==> src/rtl/bdt_pkg.sv <==
// constants and types for the block data transfer engine
package bdt_pkg;
	// ----------------------------------------
	// instruction fields
	// ----------------------------------------
	localparam int BDT_P_BIT = 24;
	localparam int BDT_U_BIT = 23;
	localparam int BDT_S_BIT = 22;
	localparam int BDT_W_BIT = 21;
	localparam int BDT_L_BIT = 20;
	localparam int BDT_BASE_LSB = 16;
	localparam int BDT_LIST_W = 16;
	localparam logic [3:0] BDT_PC_IDX = 4'hf;
	// ----------------------------------------
	// address arithmetic
	// ----------------------------------------
	localparam logic [31:0] BDT_WORD_STEP = 32'h0000_0004;
	localparam logic [31:0] BDT_PC_STORE_OFS = 32'h0000_000c;
	// ----------------------------------------
	// sequencer states
	// ----------------------------------------
	typedef enum logic [4:0] {
		BDT_IDLE = 5'b00001,
		BDT_SETUP = 5'b00010,
		BDT_XFER = 5'b00100,
		BDT_TAIL = 5'b01000,
		BDT_END = 5'b10000
	} bdt_state_t;
endpackage : bdt_pkg

==> src/rtl/bdt_seq_if.sv <==
// carrier between the sequencer and its address and register pickers
`timescale 1ns/1ps
interface bdt_seq_if;
	logic [31:0] base;
	logic [15:0] list;
	logic pre;
	logic up;
	logic [31:0] start_addr;
	logic [31:0] new_base;
	logic [15:0] remain;
	logic [3:0] pick_idx;
	logic [15:0] next_remain;
	logic last;
	modport addr (input base, list, pre, up, output start_addr, new_base);
	modport pick (input remain, output pick_idx, next_remain, last);
	modport ctl (output base, list, pre, up, remain,
		input start_addr, new_base, pick_idx, next_remain, last);
endinterface : bdt_seq_if

==> src/rtl/bdt_addr_gen.sv <==
// start address and written-back base for one block transfer
`timescale 1ns/1ps
module bdt_addr_gen
	import bdt_pkg::*;
(
	bdt_seq_if.addr sif
);
	import bdt_pkg::*;

	logic [31:0] span;
	logic [4:0] cnt;

	// ----------------------------------------
	// register count and address span
	// ----------------------------------------
	always_comb
	begin
		cnt = 5'h00;
		for (int i = 0; i < BDT_LIST_W; i++)
			cnt = cnt + {4'h0, sif.list[i]};
		span = {25'h0, cnt, 2'h0};
	end

	// ----------------------------------------
	// four stacking modes; low two base bits ride along untouched
	// ----------------------------------------
	always_comb
	begin
		if (sif.up)
		begin
			sif.start_addr = sif.pre ? sif.base + BDT_WORD_STEP : sif.base;
			sif.new_base = sif.base + span;
		end
		else
		begin
			// lowest register still lands at the lowest address
			sif.start_addr = sif.pre ? sif.base - span
				: sif.base - span + BDT_WORD_STEP;
			sif.new_base = sif.base - span;
		end
	end
endmodule : bdt_addr_gen

==> src/rtl/bdt_reg_pick.sv <==
// lowest remaining register of the list
`timescale 1ns/1ps
module bdt_reg_pick
	import bdt_pkg::*;
(
	bdt_seq_if.pick sif
);
	import bdt_pkg::*;

	always_comb
	begin
		sif.pick_idx = 4'h0;
		for (int i = BDT_LIST_W - 1; i >= 0; i--)
			if (sif.remain[i])
				sif.pick_idx = 4'(i);
		sif.next_remain = sif.remain & (sif.remain - 16'h0001);
		sif.last = (sif.next_remain == 16'h0000);
	end
endmodule : bdt_reg_pick

==> src/rtl/block_data_transfer.sv <==
// load-multiple and store-multiple execution sequencer
`timescale 1ns/1ps
// Summary of operation
// - failed condition leaves everything untouched
// - list bit n selects register n
// - stored program counter is instruction plus twelve
// - ascending order, lowest register lowest address
// - base, before/after, direction form addresses
// - no write-back keeps base unless loaded
// - low address bits ignored but driven
// - load with pc and flag restores status
// - store with pc and flag uses user bank
// - flag without pc uses user bank
// - base written back end of second cycle
// - loaded base value beats written-back base
// - store abort runs on, then traps
// - load abort stops register updates, pc kept
// - aborted load restores base register
// - trap only after aborted load finishes
module block_data_transfer
	import bdt_pkg::*;
(
	input wire logic clk,
	input wire logic sys_rst,
	input wire logic instr_valid,
	input wire logic [31:0] instr_word,
	input wire logic cond_pass,
	input wire logic [31:0] instr_addr,
	output logic busy,
	output logic done,
	output logic abort_trap,
	output logic status_restore,
	output logic [3:0] reg_rd_idx,
	output logic reg_rd_user,
	input wire logic [31:0] reg_rd_data,
	output logic reg_wr_en,
	output logic [3:0] reg_wr_idx,
	output logic reg_wr_user,
	output logic [31:0] reg_wr_data,
	output logic mem_req,
	output logic mem_rd,
	output logic mem_write,
	output logic [31:0] mem_addr,
	output logic [31:0] mem_wdata,
	input wire logic [31:0] mem_rdata,
	input wire logic mem_abort
);
	import bdt_pkg::*;

	bdt_state_t state_q, state_d;
	logic [31:0] instr_q, instr_d;
	logic [31:0] pc_q, pc_d;
	logic [31:0] base_q, base_d;
	logic [31:0] addr_q, addr_d;
	logic [31:0] wb_base_q, wb_base_d;
	logic [15:0] remain_q, remain_d;
	logic first_q, first_d;
	logic abort_q, abort_d;
	logic ldv_q, ldv_d;
	logic [3:0] ldidx_q, ldidx_d;
	logic [31:0] lddata_q, lddata_d;
	logic is_load, wb_on, s_on, user_bank, pc_listed;
	logic [3:0] base_idx;

	bdt_seq_if sif ();

	bdt_addr_gen u_addr (
		.sif(sif)
	);

	bdt_reg_pick u_pick (
		.sif(sif)
	);

	// ----------------------------------------
	// instruction decode
	// ----------------------------------------
	assign is_load = instr_q[BDT_L_BIT];
	assign wb_on = instr_q[BDT_W_BIT];
	assign s_on = instr_q[BDT_S_BIT];
	assign base_idx = instr_q[BDT_BASE_LSB +: 4];
	assign pc_listed = instr_q[BDT_PC_IDX];
	// pc with a load means status restore, never user bank
	assign user_bank = s_on & ~(is_load & pc_listed);

	assign sif.base = reg_rd_data;
	assign sif.list = instr_q[BDT_LIST_W-1:0];
	assign sif.pre = instr_q[BDT_P_BIT];
	assign sif.up = instr_q[BDT_U_BIT];
	assign sif.remain = remain_q;

	// ----------------------------------------
	// sequencer
	// ----------------------------------------
	always_comb
	begin
		state_d = state_q;
		instr_d = instr_q;
		pc_d = pc_q;
		base_d = base_q;
		addr_d = addr_q;
		wb_base_d = wb_base_q;
		remain_d = remain_q;
		first_d = first_q;
		abort_d = abort_q;
		ldv_d = 1'b0;
		ldidx_d = ldidx_q;
		lddata_d = lddata_q;
		case (state_q)
			BDT_IDLE:
			begin
				if (instr_valid && cond_pass)
				begin
					instr_d = instr_word;
					pc_d = instr_addr;
					abort_d = 1'b0;
					state_d = BDT_SETUP;
				end
			end
			BDT_SETUP:
			begin
				base_d = reg_rd_data;
				addr_d = sif.start_addr;
				wb_base_d = sif.new_base;
				remain_d = sif.list;
				first_d = 1'b1;
				// an empty list moves no register and skips the transfer loop, going straight to BDT_END
				state_d = (sif.list == 16'h0000) ? BDT_END : BDT_XFER;
			end
			BDT_XFER:
			begin
				first_d = 1'b0;
				addr_d = addr_q + BDT_WORD_STEP;
				remain_d = sif.next_remain;
				if (mem_abort)
					abort_d = 1'b1;
				// the aborting load and everything after it is dropped
				if (is_load && !mem_abort && !abort_q)
				begin
					ldv_d = 1'b1;
					ldidx_d = sif.pick_idx;
					lddata_d = mem_rdata;
				end
				if (sif.last)
					state_d = BDT_TAIL;
			end
			BDT_TAIL:
				state_d = BDT_END;
			BDT_END:
				state_d = BDT_IDLE;
			default:
				state_d = BDT_IDLE;
		endcase
	end

	always_ff @(posedge clk)
	begin
		if (sys_rst)
		begin
			state_q <= BDT_IDLE;
			instr_q <= 32'h0000_0000;
			pc_q <= 32'h0000_0000;
			base_q <= 32'h0000_0000;
			addr_q <= 32'h0000_0000;
			wb_base_q <= 32'h0000_0000;
			remain_q <= 16'h0000;
			first_q <= 1'b0;
			abort_q <= 1'b0;
			ldv_q <= 1'b0;
			ldidx_q <= 4'h0;
			lddata_q <= 32'h0000_0000;
		end
		else
		begin
			state_q <= state_d;
			instr_q <= instr_d;
			pc_q <= pc_d;
			base_q <= base_d;
			addr_q <= addr_d;
			wb_base_q <= wb_base_d;
			remain_q <= remain_d;
			first_q <= first_d;
			abort_q <= abort_d;
			ldv_q <= ldv_d;
			ldidx_q <= ldidx_d;
			lddata_q <= lddata_d;
		end
	end

	// ----------------------------------------
	// memory side
	// ----------------------------------------
	assign mem_req = (state_q == BDT_XFER);
	assign mem_rd = mem_req & is_load;
	assign mem_write = mem_req & ~is_load;
	// low bits of the base pass straight through the word steps
	assign mem_addr = addr_q;
	assign mem_wdata = (sif.pick_idx == BDT_PC_IDX) ? pc_q + BDT_PC_STORE_OFS
		: reg_rd_data;

	// ----------------------------------------
	// register file side
	// ----------------------------------------
	always_comb
	begin
		reg_rd_idx = (state_q == BDT_XFER) ? sif.pick_idx : base_idx;
		reg_rd_user = (state_q == BDT_XFER) & ~is_load & user_bank;
		reg_wr_en = 1'b0;
		reg_wr_idx = base_idx;
		reg_wr_user = 1'b0;
		reg_wr_data = wb_base_q;
		if (state_q == BDT_XFER && first_q && wb_on)
			// store of the base as first register still reads the old value
			reg_wr_en = 1'b1;
		else if (ldv_q)
		begin
			// delayed one cycle so a loaded base lands after write-back
			reg_wr_en = 1'b1;
			reg_wr_idx = ldidx_q;
			reg_wr_user = user_bank;
			reg_wr_data = lddata_q;
		end
		else if (state_q == BDT_END && is_load && abort_q)
		begin
			reg_wr_en = 1'b1;
			reg_wr_data = wb_on ? wb_base_q : base_q;
		end
	end

	assign busy = (state_q != BDT_IDLE);
	assign done = (state_q == BDT_END);
	assign abort_trap = (state_q == BDT_END) & abort_q;
	assign status_restore = ldv_q & (ldidx_q == BDT_PC_IDX) & s_on;
endmodule : block_data_transfer

==> config.mk <==
export PLATFORM = sky130hd
export DESIGN_NAME = block_data_transfer
export DESIGN_NICKNAME = d
export VERILOG_FILES = /design/src/rtl/bdt_pkg.sv /design/src/rtl/bdt_seq_if.sv /design/src/rtl/bdt_addr_gen.sv /design/src/rtl/bdt_reg_pick.sv /design/src/rtl/block_data_transfer.sv
export SDC_FILE = /design/constraint.sdc
export NUM_CORES = 1
export LEC_CHECK = 0
export BUFFER_PORTS_ARGS = -buffer_cell sky130_fd_sc_hd__buf_4
export CORE_MARGIN = 2
export CORE_UTILIZATION = 59
export CTS_BUF_LIST = sky130_fd_sc_hd__clkbuf_8
export DETAILED_ROUTE_END_ITERATION = 10
export PLACE_DENSITY = 0.84
export SLEW_MARGIN = 0
export SYNTH_ARGS = -nofsm -noshare
export SYNTH_HDL_FRONTEND = slang
export SYNTH_SLANG_ARGS = --single-unit
==> constraint.sdc <==
create_clock -name clk -period 9 [get_ports clk]
set_input_delay 0.45 -clock clk [delete_from_list [all_inputs] [get_ports clk]]
set_output_delay 0.45 -clock clk [all_outputs]
set_load 0.01 [all_outputs]
==> qor.yml <==
critical_path:
  reg2reg_depth: 21
  cp-start-kind: "register"
  crit_fanout: 5
  r2r_setup_slack_ns: 1.98
  end_kind: "register"
  critical_path_required_ns: 9.45
  reg2reg_from: "instr_q[0]"
  critPathArrivalTime_ns: 7.47
  reg2reg_to: "mem_addr[29]"
  critical_path_class: "reg -> reg"
floorplan:
  initial_core_util_pct: 59.9
  die_h_um: 156
  pin_count: 247
  die_w_um: 156
  dieArea_um2: 24200
  fp-row-count: 55
  coreArea_um2: 22600
routing:
  drt_wl_total_um: 44200
  first_pass_iters: 8
  vias: 14566
  drt_iter0_drc: 1689
  viasPerCell: 6.15
  postRouteAntennaNets: 0
  drc_errors: 0
  drt-wirelength-per-cell_um: 18.7
logic_synthesis:
  synth_xor_area_share_pct: 8.26
  synth.area.top_cells: "dfxtp_1 (31%), nand2_1 (12%), a21oi_1 (9.1%)"
  yosysWarnings: 0
  synth_top_family_by_area: "simple AND/OR/NAND/NOR gates"
  synth_area_leader_cell: "dfxtp_1"
  synthAdderAreaFrac_pct: 4.00
  ys_seq_elements: 211
  syn_inst: 1898
  yosysSeqAreaShare_pct: 31.1
  synth-async-reset-ratio_pct: 0
  synth_ff_type: "dfxtp_1"
  synth-compound-area-share_pct: 22.3
  synth_mux_area_share_pct: 1.88
  syn_nets: 2064
  synth_edf_count: 0
  synth-simple-area-share_pct: 27.4
  syn_avg_cell_area_um2: 7.15
  yosysUniqueCellTypes: 70
  synth.top_cell.area_share_pct: 31.1
  netlist_area_um2: 13600
layout:
  drive_gt1_share_pct: 17.1
  areaGrowthSynthToFinish_pct: 18.9
  nets: 2220
  final_core_util_pct: 71.2
  diodes: 0
  fin_cells: 2367
  design_area_um2: 16100
timing:
  tightestPinTransition_ns: 1.27
  finClkSkew_ns: 0.0319
  fmax_mhz: 142
  final_hold_viol_count: 0
  tns_ns: 0
  drv_slew: 0
  period_share_pct: 78.0
  finalSetupViolCount: 0
  relSlewSlack_pct: 15.3
  rsz0062_at_grt: "no"
  fin_crit_ns: 7.02
global_route:
  track_usage_pct: 34.8
  grt_pass1_wl_um: 68600
  grt_max_degree: 108
  overflow: 0
  grt_pass1_vias: 12982
  antenna_found_initial: 1
placement:
  place_hpwl_um: 32000
  io_buffers: 239
  dpl-instance-area_um2: 15300
  dp.cells: 2300
  place.gp.congestion: 1.00
hold_path:
  whs_path_depth: 3
  hold_path_class: "in -> reg"
  min_to: "pc_q[21]"
  hold_start: "instr_addr[21]"
power:
  powerDensity_nw_per_um2: 150
  total_power_w: 0.00242
  p_leak_nw: 6.10
  irDropWorstVdd_mv: 0.131
clock_network:
  htreeDepth: 2
  cts_root_buf: "clkbuf_8"
  ctsResizeCount: 0
  cts.sinks: 211
  cts_setup_buffers: 0
  clock_tree.buffer_depth: 3
  clk_pin_slew_ns: 0.06
  cts_made_buffers: 37
  holdBufCountCts: 0
  clk_latency_ns: 0.57
  cts_tree: "built"
run_status:
  status: "completed"
job:
  cap_viol_max_count: 0
critical path, stage by stage (launching register included):
cell	delay (ns)
dfxtp_1	0.36
fa_1	0.55
inv_1	0.05
fa_1	0.46
fa_1	0.55
fa_1	0.43
fa_1	0.49
inv_1	0.04
ha_1	0.20
fa_1	0.40
a21o_1	0.18
and2_1	0.19
ha_1	0.37
nand2b_1	0.25
nand3_1	0.22
nor4_2	0.65
o211ai_1	0.20
a211o_1	0.36
nor4_2	0.30
xnor2_1	0.10
o211a_1	0.26
a2111oi_2	0.30
power breakdown:
part           switching, W  internal, W  total, W
clock network      0.000434     0.000520  0.000955
logic              0.000295     0.000197  0.000491
registers         0.0000237     0.000955  0.000978
worst max path at each step:
stage                    start            to  slack (ns)
global route        instr_q[0]  mem_addr[30]        1.70
finish              instr_q[0]  mem_addr[29]        1.98
global placement    instr_q[0]  mem_addr[18]        2.13
CTS                 instr_q[0]  mem_addr[30]        1.98
detailed placement  instr_q[0]  mem_addr[30]        2.00
floorplan           instr_q[0]  mem_addr[30]        2.57
synthesized netlist by cell type, types with 4 or more instances:
master,instances
maj3_1,4
a2111oi_0,4
or4_1,5
a211oi_1,29
nand4_1,28
a31oi_1,9
nor4_1,15
o21a_1,4
xnor2_1,70
a211o_1,8
o31ai_1,7
or2_2,7
a311o_1,8
clkbuf_1,108
and3_1,26
o211ai_1,8
and4_1,7
o22ai_1,7
dfxtp_1,211
nor3_1,52
a22oi_1,39
or3_1,14
mux2i_1,12
a21o_1,14
nand3b_1,6
mux2_2,10
ha_1,21
inv_1,43
xor2_1,58
nand3_1,49
o21ai_0,75
fa_1,12
nand2_1,428
and2_1,9
nor2b_1,6
nand2b_1,11
a21oi_1,247
buf_1,21
nor2_1,151
buf_2,5
registers in the layout, indices dropped and copies added (netlist names):
register,count
base_q,32
lddata_q,32
abort_q,1
ldidx_q,4
first_q,1
pc_q,32
ldv_q,1
mem_addr,32
instr_q,25
state_q,5
wb_base_q,30
remain_q,16
layout make-up:
cell class	instances	area, um2
Multi-Input combinational cell	1508	8700
Fill cell	1916	6510
Sequential cell	211	4230
Timing Repair Buffer	252	1900
Clock buffer	42	578
Tap cell	285	357
Clock inverter	25	204
Inverter	44	165
routing by layer:
metal / part of all wire (%) / vias to the layer above / global-route usage (%) / wire length, um
met3: 11 / 111 / 6.44 / 4960
li1: - / 6923 / - / -
met2: 42 / 834 / 51.1 / 18700
met1: 44 / 6696 / 51.9 / 19400
met5: 0.029 / - / 0 / 13
met4: 2.6 / 2 / 10.0 / 1140
cell usage in the layout, fill, tap and decap left out, drive strengths merged, types with 40 or more instances in the layout:
cell type  instances
o21ai             76
nand2            428
inv               52
clkbuf            42
nor3              53
nor2             151
xnor2             70
dfxtp            211
nand3             49
a22oi             40
xor2              58
buf              252
a21oi            247
logic make-up (layout without fill, tap and decap cells):
family,count (synthesis),in the layout
compound gates,491,491
xor+xnor,128,128
fa+ha+maj,37,37
buf+inv,179,363
flops,211,211
mux,23,23
simple gates,829,829
metrics by stage:
step,hold WS [ns],setup WS [ns]
floorplan,0.432,2.57
CTS,0.132,1.98
global route,0.141,1.70
global placement,0.439,2.13
detailed placement,0.447,2.00
finish,0.139,1.98
No activity file was read; power rests on OpenSTA's default activity.
